`src/hw/tc3_pkg.sv`:
```
// package: register map, field positions, reset values and divider counts of the timer
package tc3_pkg;
    localparam int unsigned ADR_W = 10;
    // register indices; byte address is four times the index
    localparam logic [7:0] IDX_CTRL = 8'h91;
    localparam logic [7:0] IDX_RLL = 8'h92;
    localparam logic [7:0] IDX_RLH = 8'h93;
    localparam logic [7:0] IDX_CNTL = 8'h94;
    localparam logic [7:0] IDX_CNTH = 8'h95;
    localparam logic [7:0] IDX_AUX = 8'h96;
    // control register fields
    localparam int unsigned BIT_TFH = 7;
    localparam int unsigned BIT_TFL = 6;
    localparam int unsigned BIT_TFLEN = 5;
    localparam int unsigned BIT_CAPEN = 4;
    localparam int unsigned BIT_SPLIT = 3;
    localparam int unsigned BIT_RUN = 2;
    localparam int unsigned BIT_XCLK = 0;
    localparam logic [7:0] CTRL_WMASK = 8'hFD;
    // auxiliary register fields
    localparam int unsigned BIT_IEN = 0;
    localparam int unsigned BIT_FASTL = 1;
    localparam int unsigned BIT_FASTH = 2;
    localparam logic [7:0] AUX_WMASK = 8'h07;
    // values after reset
    localparam logic [7:0] RST_BYTE = 8'h00;
    localparam logic [31:0] RST_WORD = 32'h0000_0000;
    // divider counts and byte maximum
    localparam int unsigned CORE_DIV = 12;
    localparam int unsigned EXT_DIV = 8;
    localparam logic [7:0] BYTE_MAX = 8'hFF;
endpackage : tc3_pkg

```
`src/hw/tc3_tick_if.sv`:
```
// interface: clock-source ticks passed from the dividers to the timer core
`timescale 1ns/1ps
interface tc3_tick_if;
    logic div_tick;
    logic ext_fall;
    modport pre_mp (output div_tick);
    modport ext_mp (output ext_fall);
    modport core_mp (input div_tick, input ext_fall);
endinterface : tc3_tick_if

```
`src/hw/tc3_timer.sv`:
```
// module: timer control, counter, reload, capture and Wishbone register slave
//****************************************************************
// Function
// - high overflow flag sets when the high byte wraps, or the full 16-bit count wraps.
// - low overflow flag sets whenever the low byte wraps, in either mode.
// - hardware never clears either overflow flag; software clears by writing zero.
// - with the timer interrupt enabled, a set high overflow flag requests an interrupt.
// - with low-byte interrupt enable also set, the low overflow flag requests one too.
// - capture mode enable bit turns capture mode off at zero and on at one.
// - split bit selects one 16-bit auto-reload timer or two 8-bit ones.
// - run bit starts the timer; in split mode it gates only the high byte.
// - control bit 1 reads zero and ignores writes.
// - external select picks core clock divided by 12 or synced external clock by 8.
// - in split mode the external select serves both bytes unless a fast select overrides.
// - in capture mode each divided external falling edge copies counter to reload.
// - in 16-bit mode without capture the reload value is loaded when the counter wraps; with capture it wraps to zero.
// - a byte fast clock select of one picks the undivided core clock.
//****************************************************************
//
// Added by the designer: the Wishbone slave port.
`timescale 1ns/1ps
module tc3_timer
(
    input wire logic clk_i,
    input wire logic rst_i,
    input wire logic wb_cyc_i,
    input wire logic wb_stb_i,
    input wire logic wb_we_i,
    input wire logic [tc3_pkg::ADR_W-1:0] wb_adr_i,
    input wire logic [3:0] wb_sel_i,
    input wire logic [31:0] wb_dat_i,
    output logic [31:0] wb_dat_o,
    output logic wb_ack_o,
    input wire logic ext_clk_i,
    output logic irq_o
);
    import tc3_pkg::*;

    //****************************************************************
    // helpers
    //****************************************************************
    function automatic logic tc3_src(input logic fast, input logic xclk,
                                     input logic div_t, input logic ext_t);
        tc3_src = fast ? 1'b1 : (xclk ? ext_t : div_t);
    endfunction : tc3_src

    function automatic logic [7:0] tc3_merge(input logic [7:0] old, input logic [7:0] wd,
                                             input logic [7:0] mask);
        tc3_merge = (old & ~mask) | (wd & mask);
    endfunction : tc3_merge

    //****************************************************************
    // tick sources
    //****************************************************************
    tc3_tick_if ticks ();

    tc3_prescale #(.DIV(CORE_DIV)) u_pre (
        .clk_i(clk_i),
        .rst_i(rst_i),
        .tick(ticks.pre_mp)
    );

    tc3_ext_sync #(.DIV(EXT_DIV)) u_ext (
        .clk_i(clk_i),
        .rst_i(rst_i),
        .ext_clk_i(ext_clk_i),
        .tick(ticks.ext_mp)
    );

    //****************************************************************
    // state
    //****************************************************************
    logic [7:0] ctrl_reg;
    logic [7:0] ctrl_next;
    logic [7:0] aux_reg;
    logic [7:0] aux_next;
    logic [7:0] cntl_reg;
    logic [7:0] cntl_next;
    logic [7:0] cnth_reg;
    logic [7:0] cnth_next;
    logic [7:0] rll_reg;
    logic [7:0] rll_next;
    logic [7:0] rlh_reg;
    logic [7:0] rlh_next;
    logic ack_reg;
    logic ack_next;
    logic [31:0] dat_reg;
    logic [31:0] dat_next;

    logic split;
    logic run;
    logic capen;
    logic xclk;
    logic tick_l;
    logic tick_h;
    logic inc_l;
    logic inc_h;
    logic low_ovf;
    logic ovf16;
    logic high_ovf;
    logic cap;
    logic hit;
    logic wr;
    logic [7:0] idx;
    logic [7:0] wd;
    logic [7:0] rd_byte;

    //****************************************************************
    // counting
    //****************************************************************
    always_comb
    begin
        split = ctrl_reg[BIT_SPLIT];
        run = ctrl_reg[BIT_RUN];
        capen = ctrl_reg[BIT_CAPEN];
        xclk = ctrl_reg[BIT_XCLK];
        // 16-bit mode runs on the low byte's source
        tick_l = tc3_src(aux_reg[BIT_FASTL], xclk, ticks.div_tick, ticks.ext_fall);
        tick_h = tc3_src(aux_reg[BIT_FASTH], xclk, ticks.div_tick, ticks.ext_fall);
        inc_l = split ? tick_l : (run & tick_l);
        inc_h = split & run & tick_h;
        low_ovf = inc_l && (cntl_reg == BYTE_MAX);
        ovf16 = !split && low_ovf && (cnth_reg == BYTE_MAX);
        high_ovf = split ? (inc_h && (cnth_reg == BYTE_MAX)) : ovf16;
        cap = capen & ticks.ext_fall;
    end

    //****************************************************************
    // register bus
    //****************************************************************
    always_comb
    begin
        hit = wb_cyc_i & wb_stb_i;
        idx = wb_adr_i[ADR_W-1:2];
        wd = wb_dat_i[7:0];
        // a write lands on the edge that the master sees ack
        wr = hit & wb_we_i & ack_reg & wb_sel_i[0];
        ack_next = hit & ~ack_reg;
        unique case (idx)
            IDX_CTRL: rd_byte = ctrl_reg;
            IDX_RLL: rd_byte = rll_reg;
            IDX_RLH: rd_byte = rlh_reg;
            IDX_CNTL: rd_byte = cntl_reg;
            IDX_CNTH: rd_byte = cnth_reg;
            IDX_AUX: rd_byte = aux_reg;
            default: rd_byte = RST_BYTE;
        endcase
        dat_next = (hit & ~ack_reg) ? {24'h00_0000, rd_byte} : dat_reg;
    end

    //****************************************************************
    // next values
    //****************************************************************
    always_comb
    begin
        ctrl_next = ctrl_reg;
        aux_next = aux_reg;
        cntl_next = cntl_reg;
        cnth_next = cnth_reg;
        rll_next = rll_reg;
        rlh_next = rlh_reg;
        if (wr && idx == IDX_CTRL)
        begin
            ctrl_next = tc3_merge(ctrl_reg, wd, CTRL_WMASK);
        end
        if (wr && idx == IDX_AUX)
        begin
            aux_next = tc3_merge(aux_reg, wd, AUX_WMASK);
        end
        // hardware sets win over a software clear in the same cycle
        ctrl_next[BIT_TFH] = ctrl_next[BIT_TFH] | high_ovf | cap;
        ctrl_next[BIT_TFL] = ctrl_next[BIT_TFL] | low_ovf;
        if (inc_l)
        begin
            if (!low_ovf)
            begin
                cntl_next = cntl_reg + 8'h01;
            end
            else if (split || (ovf16 && !capen))
            begin
                cntl_next = rll_reg;
            end
            else
            begin
                cntl_next = RST_BYTE;
            end
        end
        if (!split && low_ovf)
        begin
            // capture mode lets the count run free instead of reloading
            if (!ovf16)
            begin
                cnth_next = cnth_reg + 8'h01;
            end
            else
            begin
                cnth_next = capen ? RST_BYTE : rlh_reg;
            end
        end
        else if (inc_h)
        begin
            cnth_next = (cnth_reg == BYTE_MAX) ? rlh_reg : cnth_reg + 8'h01;
        end
        if (wr && idx == IDX_CNTL)
        begin
            cntl_next = wd;
        end
        if (wr && idx == IDX_CNTH)
        begin
            cnth_next = wd;
        end
        if (wr && idx == IDX_RLL)
        begin
            rll_next = wd;
        end
        if (wr && idx == IDX_RLH)
        begin
            rlh_next = wd;
        end
        // a capture beats a software write of the reload bytes
        if (cap)
        begin
            rll_next = cntl_reg;
            rlh_next = cnth_reg;
        end
    end

    always_ff @(posedge clk_i)
    begin
        if (rst_i)
        begin
            ctrl_reg <= RST_BYTE;
            aux_reg <= RST_BYTE;
            cntl_reg <= RST_BYTE;
            cnth_reg <= RST_BYTE;
            rll_reg <= RST_BYTE;
            rlh_reg <= RST_BYTE;
            ack_reg <= 1'b0;
            dat_reg <= RST_WORD;
        end
        else
        begin
            ctrl_reg <= ctrl_next;
            aux_reg <= aux_next;
            cntl_reg <= cntl_next;
            cnth_reg <= cnth_next;
            rll_reg <= rll_next;
            rlh_reg <= rlh_next;
            ack_reg <= ack_next;
            dat_reg <= dat_next;
        end
    end

    assign wb_ack_o = ack_reg;
    assign wb_dat_o = dat_reg;
    assign irq_o = aux_reg[BIT_IEN] &
                   (ctrl_reg[BIT_TFH] | (ctrl_reg[BIT_TFLEN] & ctrl_reg[BIT_TFL]));

    logic wr_ctrl;
    logic wr_cnt;
    assign wr_ctrl = wr && idx == IDX_CTRL;
    assign wr_cnt = wr && (idx == IDX_CNTL || idx == IDX_CNTH);
endmodule : tc3_timer

```
`src/hw/tc3_prescale.sv`:
```
// module: core clock divided by twelve, one-cycle tick
`timescale 1ns/1ps
module tc3_prescale
    import tc3_pkg::*;
#(
    parameter int unsigned DIV = CORE_DIV
)(
    input wire logic clk_i,
    input wire logic rst_i,
    tc3_tick_if.pre_mp tick
);
    localparam int unsigned CW = $clog2(DIV);
    localparam logic [CW-1:0] LAST = CW'(DIV - 1);
    logic [CW-1:0] cnt_reg;
    logic [CW-1:0] cnt_next;
    logic tick_reg;
    logic tick_next;

    always_comb
    begin
        cnt_next = (cnt_reg == LAST) ? '0 : cnt_reg + 1'b1;
        tick_next = (cnt_reg == LAST);
    end

    always_ff @(posedge clk_i)
    begin
        if (rst_i)
        begin
            cnt_reg <= '0;
            tick_reg <= 1'b0;
        end
        else
        begin
            cnt_reg <= cnt_next;
            tick_reg <= tick_next;
        end
    end

    assign tick.div_tick = tick_reg;
endmodule : tc3_prescale

```
`src/hw/tc3_ext_sync.sv`:
```
// module: external clock synchroniser, divide by eight, falling-edge pulse
`timescale 1ns/1ps
module tc3_ext_sync
    import tc3_pkg::*;
#(
    parameter int unsigned DIV = EXT_DIV
)(
    input wire logic clk_i,
    input wire logic rst_i,
    input wire logic ext_clk_i,
    tc3_tick_if.ext_mp tick
);
    localparam int unsigned CW = $clog2(DIV);
    localparam logic [CW-1:0] LAST = CW'(DIV - 1);
    logic meta_reg;
    logic sync_reg;
    logic prev_reg;
    logic [CW-1:0] cnt_reg;
    logic [CW-1:0] cnt_next;
    logic fall_reg;
    logic fall_next;
    logic rise;

    // the external clock must stay below half the core clock
    always_comb
    begin
        rise = sync_reg & ~prev_reg;
        cnt_next = rise ? cnt_reg + 1'b1 : cnt_reg;
        // divided clock is cnt msb; it falls when the count wraps
        fall_next = rise && (cnt_reg == LAST);
    end

    always_ff @(posedge clk_i)
    begin
        if (rst_i)
        begin
            meta_reg <= 1'b0;
            sync_reg <= 1'b0;
            prev_reg <= 1'b0;
            cnt_reg <= '0;
            fall_reg <= 1'b0;
        end
        else
        begin
            meta_reg <= ext_clk_i;
            sync_reg <= meta_reg;
            prev_reg <= sync_reg;
            cnt_reg <= cnt_next;
            fall_reg <= fall_next;
        end
    end

    assign tick.ext_fall = fall_reg;
endmodule : tc3_ext_sync

```
`config.mk`:
```
export PLATFORM = sky130hd
export DESIGN_NAME = tc3_timer
export DESIGN_NICKNAME = d
export VERILOG_FILES = /design/src/hw/tc3_pkg.sv /design/src/hw/tc3_tick_if.sv /design/src/hw/tc3_timer.sv /design/src/hw/tc3_prescale.sv /design/src/hw/tc3_ext_sync.sv
export SDC_FILE = /design/constraint.sdc
export NUM_CORES = 1
export LEC_CHECK = 0
export BUFFER_PORTS_ARGS = -buffer_cell sky130_fd_sc_hd__buf_2
export CORE_MARGIN = 3
export CORE_UTILIZATION = 49
export DETAILED_ROUTE_END_ITERATION = 8
export GPL_ROUTABILITY_DRIVEN = 1
export PLACE_DENSITY = 0.83
export SYNTH_ARGS = -nofsm -noshare
export SYNTH_HDL_FRONTEND = slang
export SYNTH_SLANG_ARGS = --single-unit
```
`constraint.sdc`:
```
create_clock -name clk_i -period 1.7 [get_ports clk_i]
set_input_delay 0.085 -clock clk_i [delete_from_list [all_inputs] [get_ports clk_i]]
set_output_delay 0.085 -clock clk_i [all_outputs]
set_load 0.03 [all_outputs]
```
Word-level counts from Yosys, hierarchy flattened
Cells that the tools add are included.
{"block": "op_classes", "bitwise_logic": 20, "n_mux": 21, "n_reduce_logical": 20, "eq_ne": 10, "addsub": 4}
{"operator": "two-way mux 8 bit", "count": 15}
{"operator": "equality test 8 bit, second input constant", "count": 8}
{"operator": "case mux 8 bit (6 select lines)", "count": 1}
{"operator": "adder 8 x 1 -> 8 bit, second input constant", "count": 2}
{"operator": "bitwise AND 1 bit", "count": 12}
{"operator": "logical AND 1 bit", "count": 12}
{"operator": "bitwise OR 2 x 8 -> 8 bit", "count": 1}
{"operator": "bitwise OR 8 x 3 -> 8 bit", "count": 1}
{"operator": "nonzero test 2 bit", "count": 3}
{"operator": "two-way mux 1 bit", "count": 5}
{"operator": "adder 4 x 1 -> 4 bit, second input constant", "count": 1}
{"operator": "equality test 4 bit, second input constant", "count": 1}
{"operator": "bitwise OR 1 bit", "count": 4}
{"operator": "adder 3 x 1 -> 3 bit, second input constant", "count": 1}
{"operator": "equality test 3 bit, second input constant", "count": 1}
{"operator": "nonzero test 3 bit", "count": 1}
{"operator": "logical NOT 1 bit", "count": 2}
{"operator": "inverter 1 bit", "count": 2}
{"operator": "OR reduction 2 bit", "count": 1}
{"operator": "logical OR 1 bit", "count": 1}
{"block": "totals", "inputBits": 52, "word_cells": 91, "regBits": 69, "out_inout_bits": 34}

Depth between registers and ports, before layout
Gate-level depths: netlist of the first run.
{"block": "depth", "depth_word": 13, "depth_mapped": 8, "depth_no_buf": 6}

By module
Synthesis of the first run repeated with hierarchy kept, for this count alone.
{"block": "hier_totals", "hier_cells": 432, "hier_area_um2": 3712.3}
{"module": "tc3_timer", "area_per_inst_um2": 3223.1, "seq_area_each_um2": 1021.0, "n_inst": 1, "cells_each": 391}
{"module": "tc3_ext_sync", "area_per_inst_um2": 290.3, "seq_area_each_um2": 140.1, "n_inst": 1, "cells_each": 23}
{"module": "tc3_prescale", "area_per_inst_um2": 198.9, "seq_area_each_um2": 100.1, "n_inst": 1, "cells_each": 18}

Least setup slack after synthesis of the first run
Ideal clock, no wire load.
{"block": "synth_path", "path_kind": "register to register", "startpoint": "reg ack_reg (netlist: wb_ack_o)", "endpoint": "reg ctrl_reg[7]", "setup_slack_ns": -0.351, "setup_time_ns": 0.137, "n_path_buf": 2, "path_stages_with_launch": 8, "required_time_ns": 1.563, "t_arrival_ns": 1.914, "synth_period_minus_slack_ns": 2.051, "path_cell_list": "dfxtp_1 > nand3_1 > or4_1 > buf_2 > or3b_1 > buf_6 > mux2i_1 > a31oi_1"}
{"block": "synth_between", "elab_chain_cells": 6}
{"item": "start: declaration", "line_no": "tc3_timer.sv:85", "rtl": "logic ack_reg;"}
{"item": "start signal: assignment", "line_no": "tc3_timer.sv:249", "rtl": "ack_reg <= ack_next;"}
{"item": "bitwise AND 1 bit (2 in series)", "line_no": "tc3_timer.sv:137", "rtl": "wr = hit & wb_we_i & ack_reg & wb_sel_i[0];"}
{"item": "logical AND 1 bit"}
{"item": "two-way mux 8 bit", "line_no": "tc3_timer.sv:162", "rtl": "if (wr && idx == IDX_CTRL)"}
{"item": "bitwise OR 1 bit (2 in series)", "line_no": "tc3_timer.sv:171", "rtl": "ctrl_next[BIT_TFH] = ctrl_next[BIT_TFH] | high_ovf | cap;"}
{"item": "end signal: assignment", "line_no": "tc3_timer.sv:243", "rtl": "ctrl_reg <= ctrl_next;"}
{"item": "end: declaration", "line_no": "tc3_timer.sv:73", "rtl": "logic [7:0] ctrl_reg;"}
No other way between the ends.
A chain may end at the register's enable or synchronous reset.

Worst setup path after layout of the first run
{"block": "layout_path", "startpoint": "reg cntl_reg[0]", "endpoint": "reg cnth_reg[0]"}
{"block": "layout_between", "elab_chain_cells": 7, "elab_cells_between_ends": 8, "classes_between": "eq/ne: 1; mux: 3; reduce/logical: 4"}
{"item": "start: declaration", "line_no": "tc3_timer.sv:77", "rtl": "logic [7:0] cntl_reg;"}
{"item": "start signal: assignment", "line_no": "tc3_timer.sv:245", "rtl": "cntl_reg <= cntl_next;"}
{"item": "equality test 8 bit *", "line_no": "tc3_timer.sv:122", "rtl": "low_ovf = inc_l && (cntl_reg == BYTE_MAX);"}
{"item": "logical AND 1 bit *", "line_no": "tc3_timer.sv:122"}
{"item": "logical AND 1 bit *", "line_no": "tc3_timer.sv:123, tc3_timer.sv:188"}
{"item": "logical AND 1 bit", "line_no": "tc3_timer.sv:123", "rtl": "ovf16 = !split && low_ovf && (cnth_reg == BYTE_MAX);"}
{"item": "two-way mux 8 bit", "line_no": "tc3_timer.sv:191", "rtl": "if (!ovf16)"}
{"item": "two-way mux 8 bit", "line_no": "tc3_timer.sv:188", "rtl": "if (!split && low_ovf)"}
{"item": "two-way mux 8 bit", "line_no": "tc3_timer.sv:208", "rtl": "if (wr && idx == IDX_CNTH)"}
{"item": "end signal: assignment", "line_no": "tc3_timer.sv:246", "rtl": "cnth_reg <= cnth_next;"}
{"item": "end: declaration", "line_no": "tc3_timer.sv:79", "rtl": "logic [7:0] cnth_reg;"}
Mark *: on every way between the ends. The rest lies on a longest branch, timed or not.

==> results of run 1 <==
==> worst max path at each step <==
stage | start | to | slack [ns] | cells past startpoint
6_report | cntl_reg[0]$_SDFFE_PP0P_ | cnth_reg[0]$_SDFFE_PP0P_ | -0.10 | 7
5_1_grt | cntl_reg[0]$_SDFFE_PP0P_ | cnth_reg[6]$_SDFFE_PP0P_ | -0.17 | 6
4_1_cts | wb_ack_o$_SDFF_PP0_ | cnth_reg[4]$_SDFFE_PP0P_ | -0.11 | 7
3_5_place_dp | wb_adr_i[8] | ctrl_reg[7]$_SDFF_PP0_ | -0.27 | 6
3_3_place_gp | wb_adr_i[8] | ctrl_reg[7]$_SDFF_PP0_ | -0.24 | 6
2_1_floorplan | wb_ack_o$_SDFF_PP0_ | ctrl_reg[7]$_SDFF_PP0_ | -0.17 | 7
==> cell usage in the layout, fill, tap and decap left out, types with 8 or more instances in the layout <==
master / synthesis / final
o21ai_0: 15 / 13
buf_4: 27 / 63
buf_2: 4 / 32
dfxtp_1: 63 / 59
a221oi_1: 11 / 8
nor2_1: 42 / 38
a21oi_1: 18 / 18
nand2_1: 29 / 21
a211oi_1: 19 / 18
nor2b_1: 10 / 10
mux2i_1: 25 / 25
clkbuf_8: 0 / 9
nor3_1: 13 / 12
mux2_2: 10 / 8
conb_1: 1 / 24
==> stage by stage <==
step / setup TNS [ns] / power [uW]
3_5_place_dp: -7.17 / 1800
3_3_place_gp: -6.22 / 1790
5_1_grt: -3.14 / 3190
4_1_cts: -1.36 / 3090
6_report: -1.54 / 3110
2_1_floorplan: -2.71 / 1740
==> synth_stat cells, drive strengths merged, types with 3 or more instances <==
cell type | instances | area share, %
o22ai | 8 | 1.4
dfxtp | 63 | 35
or4 | 3 | 0.62
nor2 | 42 | 4.3
a221oi | 11 | 2.6
nor3b | 4 | 0.83
a311oi | 8 | 1.9
o21ai | 15 | 2.1
nor3 | 14 | 2.1
or3 | 3 | 0.52
nand2 | 29 | 3.0
and3 | 6 | 1.0
nand4b | 4 | 0.96
clkbuf | 17 | 1.8
nor2b | 10 | 1.7
o2bb2ai | 4 | 0.96
a21oi | 18 | 2.5
a31oi | 9 | 1.5
buf | 36 | 6.8
or3b | 3 | 0.72
xor2 | 4 | 0.96
nand3 | 8 | 1.2
nand3b | 5 | 1.0
a211oi | 19 | 3.9
ha | 5 | 1.7
xnor2 | 7 | 1.7
a22oi | 3 | 0.62
inv | 3 | 0.31
mux2i | 25 | 6.9
a21o | 4 | 0.83
mux2 | 10 | 3.1
==> power by group through the flow <==
| stage | sequential, uW | combinational, uW | clock (uW) |
|---|---|---|---|
| finish | 1490 | 299 | 1320 |
| global placement | 1520 | 269 | 0 |
| global route | 1490 | 316 | 1390 |
| detailed placement | 1520 | 275 | 0 |
| CTS | 1490 | 282 | 1320 |
| floorplan | 1530 | 212 | 0 |
==> kinds of logic after synthesis <==
family          count (synthesis)  synth area share (%)
fa+ha+maj                       5                  1.72
other cells                     1                 0.103
simple gates                  140                  20.4
buf+inv                        56                  8.91
xor+xnor                       11                  2.65
compound gates                112                  21.5
flops                          63                  34.7
mux                            35                  9.98
==> area by class of cell <==
class,instances,area (um2)
multi-input combinational,327,2380
fill,511,2230
sequential,63,1270
timing repair buffer,105,767
clock buffer,12,178
tap,96,120
clock inverter,4,25.0
inverter,3,11.3
==> metal layers <==
metal	track usage, %	wire (um)	vias to the layer above	part of all wire (%)
li1	-	-	1703	-
met1	31.3	4480	1781	38
met2	43.0	5630	286	48
met3	6.56	1130	63	9.6
met4	14.1	497	0	4.2
met5	0	0	-	0
==> repair_timing <==
item | 4_1_cts | 5_1_grt
hold endpoints to repair | 1 | 0
setup endpoints to repair | 30 | 39
gates cloned | 0 | 1
setup buffers | 3 | 5
pin swaps | 10 | 12
hold buffers | 1 | 0
resized for setup | 25 | 33
==> critical path, delay by kind of cell (launching register included) <==
| kind | cells | cell delay [ns] |
|---|---|---|
| compound gates | 3 | 0.70 |
| flops | 1 | 0.37 |
| simple gates | 2 | 0.29 |
| buf+inv | 1 | 0.21 |
| fa+ha+maj | 1 | 0.13 |
==> results.txt, run 1 <==
GR Util All Layers - 26.2%
I/O pin count - 86
Status - finished, violations left
R2R depth - 7
Vias - 3,833
Synth Cell Area - 0.00364 mm2
Period utilisation layout - 106%
Hold endpoint - rlh_reg[7]$_SDFFE_PP0P_
Worst Setup Start Kind - flop
RePlAce Congestion - 0.920
Crit path cell chain - ha_4 > and3_4 > nand3_4 > o41a_1 > buf_4 > a31oi_1 > o2bb2ai_1
Worst EP arrival - 2.05 ns
Post-route core utilization - 68.1%
Synthesized flop and latch total - 63
Routed WL - 11.7 mm
Grt total ovfl - 0
Final nets - 566
Final Cell Area - 0.00475 mm2
Final hold vios - 0
Setup violations, final - 27
Number of flops mapped to enable cells by yosys - 0
Yosys cell types - 56
Slowest cell on the critical path - o41a_1
WHS - 0.0517 ns
Port bufs - 32
Pint - 2280 uW
Synth warnings - 0
Crit Reg-Reg Endpoint - cnth_reg[0]$_SDFFE_PP0P_
Critical Path Sink Type - flop
Clock sink count - 63
Inst Count DP - 585
CTS Buffer Depth - 2
Core footprint - 0.00698 mm2
CTS Buf Count - 9
Comb power frac - 9.6%
Global-route wire length before repair - 17.6 mm
HP Class - primary input to flop
DIE WIDTH - 92.1 um
Hold Path Origin - wb_dat_i[7]
Post-layout worst setup margin - -0.103 ns
Crit Path Max Fanout - 6
Worst reg2reg path startpoint - cntl_reg[0]$_SDFFE_PP0P_
Vias/cell - 6.28
Crit path largest cell delay - 0.45 ns
Fmax - 555 MHz
Remaining antenna violation count after routing - 0
Share of flip-flops with an asynchronous set or reset - 0%
Max VDD drop - 0.695 mV
Routed len/inst - 19.2 um
DP Area - 0.00422 mm2
Fin crit period - 1.80 ns
Effective utilization at floorplan - 52.1%
Failing checks - negative setup slack
Crit Path Class - flop to flop
Max transition margin - 64.9%
Syn Inst Count - 423
CTS root buf - clkbuf_8
CP required - 1.94 ns
Pre-CTS setup slack - -0.267 ns
Maxcap violations - 0
Final Slew Violations - 0
Area growth syn-to-layout - 30.7%
CTS tree - done
Std cell rows - 30
Avg Inst Size Synth - 8.60 um2
Net Switching - 834 uW
Flop2flop setup slack - -0.10 ns
Number of antenna diodes - 0
Post-DP HPWL - 7.70 mm
# H-tree levels - 3
Total iterations of the first detailed-routing run - 6
Vias in the first global route - 3,563
Reg clk slew, reported paths - 0.07 ns
# DRC - 0
Worst slew pin tran - 0.526 ns
Power per cell area - 654 mW/mm2
RSZ-0062 raised after global routing - yes
Sw frac - 26.8%
Number of DRC markers in iteration 0 - 519
Initial antenna violation count - 0
Largest net degree at the start of global routing - 43
Hold Path Stages - 3
Register area share after synthesis - 34.7%
Layout cells sized above 1 - 34.4%
Clk network pwr share - 42.4%
Final worst clock skew - 0.0149 ns
Sequential Power Share - 47.9%
Synth Flop Type - dfxtp_1
Clock latency on the worst-skew pair - 0.36 ns
Leak pwr - 0.00198 uW
Final Non-Filler Cells - 610
Die area - 0.00849 mm2
Die Y-Extent - 92.1 um
Power figures use the tool's default switching activity.
==> run 2: changes to the inputs <==
--- a/config.mk
+++ b/config.mk
@@ -8,8 +8,8 @@
 export BUFFER_PORTS_ARGS = -buffer_cell sky130_fd_sc_hd__buf_2
 export CORE_MARGIN = 3
-export CORE_UTILIZATION = 49
+export CORE_UTILIZATION = 54
 export DETAILED_ROUTE_END_ITERATION = 8
 export GPL_ROUTABILITY_DRIVEN = 1
-export PLACE_DENSITY = 0.83
+export PLACE_DENSITY = 0.86
 export SYNTH_ARGS = -nofsm -noshare
 export SYNTH_HDL_FRONTEND = slang
==> constraint.sdc (replaced) <==
create_clock -name clk_i -period 1.77 [get_ports clk_i]
set_input_delay 0.0885 -clock clk_i [delete_from_list [all_inputs] [get_ports clk_i]]
set_output_delay 0.0885 -clock clk_i [all_outputs]
set_load 0.02 [all_outputs]
==> run 2 against run 1 <==
The flow finishes with violations (design-rule violations, negative setup slack). Sequential power decreased by 4%. Worst setup slack got worse by 0.052 ns. Sequential share of layout area increased by 0.23 points. Largest power group unchanged. Core utilization increased by 5.3 points. First-iteration DRC count increased by 41%. Register-to-register slack got worse by 0.05 ns. Via count increased by 6.2%.
==> results.txt, run 2 (synthesis results as in run 1) <==
CTS tree - done
Clock sink count - 63
CTS Buf Count - 9
Clk network pwr share - 39.8%
Post-DP HPWL - 7.72 mm
Net Switching - 817 uW
Failing checks - design-rule violations, negative setup slack
Setup violations, final - 18
# H-tree levels - 3
Area growth syn-to-layout - 29.6%
Vias/cell - 6.94
Vias - 4,071
Fmax - 519 MHz
Final hold vios - 0
Filler Cell Count - 419
RSZ-0062 raised after global routing - yes
Reg clk slew, reported paths - 0.08 ns
DIE WIDTH - 88.1 um
Remaining antenna violation count after routing - 0
Crit path largest cell delay - 0.48 ns
Critical Path Sink Type - flop
# DRC - 67
Post-layout worst setup margin - -0.155 ns
Total iterations of the first detailed-routing run - 9
Worst Setup Start Kind - flop
Final nets - 562
Crit path cell chain - nand3_2 > or4_4 > or3b_4 > buf_6 > mux2i_1 > nor2_1
Family with the most delay on the worst path - simple AND/OR/NAND/NOR gates
Multi-input logic area - 0.00241 mm2
Crit Path Class - flop to flop
Comb power frac - 9.7%
I/O pin count - 86
Port bufs - 32
GR Util All Layers - 30.9%
Sw frac - 28.8%
Die Y-Extent - 88.1 um
WHS - 0.0633 ns
Grt total ovfl - 0
Flop2flop setup slack - -0.16 ns
HP Class - primary input to flop
Fin crit period - 1.93 ns
Final Cell Area - 0.00471 mm2
Std cell rows - 29
Routed len/inst - 22.5 um
DP Area - 0.00415 mm2
Buf/Inv on CP - 1
Crit Path Max Fanout - 5
Slowest cell on the critical path - or4_4
Layout cells sized above 1 - 34.9%
Largest net degree at the start of global routing - 32
Vias in the first global route - 3,757
Leak pwr - 0.00193 uW
CTS Buffer Depth - 2
Sequential cell area - 0.00127 mm2
Max transition margin - 64.5%
Sequential Power Share - 50.5%
Number of DRC markers in iteration 0 - 731
Core footprint - 0.00642 mm2
Pint - 2020 uW
CTS root buf - clkbuf_8
CP required - 2.01 ns
Most common cell after layout, fill and taps aside - dfxtp_1
Worst slew pin tran - 0.526 ns
Effective utilization at floorplan - 56.6%
Routed WL - 13.2 mm
Worst EP arrival - 2.17 ns
Final Non-Filler Cells - 587
Power per cell area - 602 mW/mm2
Inst Count DP - 560
Final Slew Violations - 0
Final worst clock skew - 0.0122 ns
Clock latency on the worst-skew pair - 0.36 ns
Number of antenna diodes - 0
Most frequent cells in the layout - dfxtp_1 (59), buf_4 (58), nor2_1 (40)
Maxcap violations - 0
Max VDD drop - 0.599 mV
Total Neg Setup Slack - -1.24 ns
Global-route wire length before repair - 18.3 mm
RePlAce Congestion - 0.911
Die area - 0.00775 mm2
Period utilisation layout - 109%
Initial antenna violation count - 0
Status - finished, violations left
## run 2: changes by cell type in the layout (fill, tap and decap cells not counted), sizes merged
cell / delta
dlygate4sd3: +1
clkinv: +2
clkinvlp: +1
clkbuf: -3
buf: -5
## run 2: path summary, 6_finish.rpt
kind | startpoint | to | depth (start not counted)
worst min-delay path | wb_dat_i[2] | aux_reg[2]$_SDFFE_PP0P_ | 3
worst min register to register | wb_dat_o[4]$_SDFFE_PP0P_ | wb_dat_o[4]$_SDFFE_PP0P_ | 1
worst max register to register | wb_ack_o$_SDFF_PP0_ | ctrl_reg[3]$_SDFFE_PP0N_ | 6
worst max-delay path | wb_ack_o$_SDFF_PP0_ | ctrl_reg[3]$_SDFFE_PP0N_ | 6
## run 2: stage by stage
stage | total power (uW) | setup WS (ns) | utilization [%]
global placement | 1700 | -0.118 | 64.7
global route | 2890 | -0.292 | 73.4
floorplan | 1650 | -0.0762 | -
finish | 2840 | -0.155 | 73.4
CTS | 2790 | -0.0485 | 69.5
detailed placement | 1710 | -0.174 | 64.7
## run 2: worst min-delay path: cells and delay by family
family          cells  cell delay, ns
buf+inv             1            0.16
simple gates        1            0.07
compound gates      1            0.06
## run 2: power groups by stage
| stage | combinational, uW | sequential, uW | clock (uW) |
|---|---|---|---|
| 2_1_floorplan | 181 | 1460 | 0 |
| 3_3_place_gp | 233 | 1460 | 0 |
| 3_5_place_dp | 241 | 1460 | 0 |
| 4_1_cts | 250 | 1430 | 1100 |
| 5_1_grt | 285 | 1430 | 1170 |
| 6_report | 275 | 1430 | 1130 |
## run 2: what timing repair did
item	4_1_cts	5_1_grt
endpoints found under the setup margin	28	31
buffers inserted	3	5
gates cloned	0	1
pin swaps	5	17
endpoints found under the hold margin	2	0
hold buffers	2	0
resized for setup	22	38
## run 2: area by class of cell
| class | count | share of cell area (%) |
|---|---|---|
| Clock buffer | 9 | 2.63 |
| Inverter | 3 | 0.239 |
| Tap cell | 77 | 2.04 |
| Timing Repair Buffer | 101 | 15.9 |
| Sequential cell | 63 | 27.0 |
| Clock inverter | 7 | 1.06 |
| Multi-Input combinational cell | 327 | 51.1 |
## run 2: layer usage
layer  share of wire [%]  track usage (%)
met1                  34             34.8
met2                  46             51.2
met3                  12             9.41
met4                 8.2             19.0
met5                   0                0
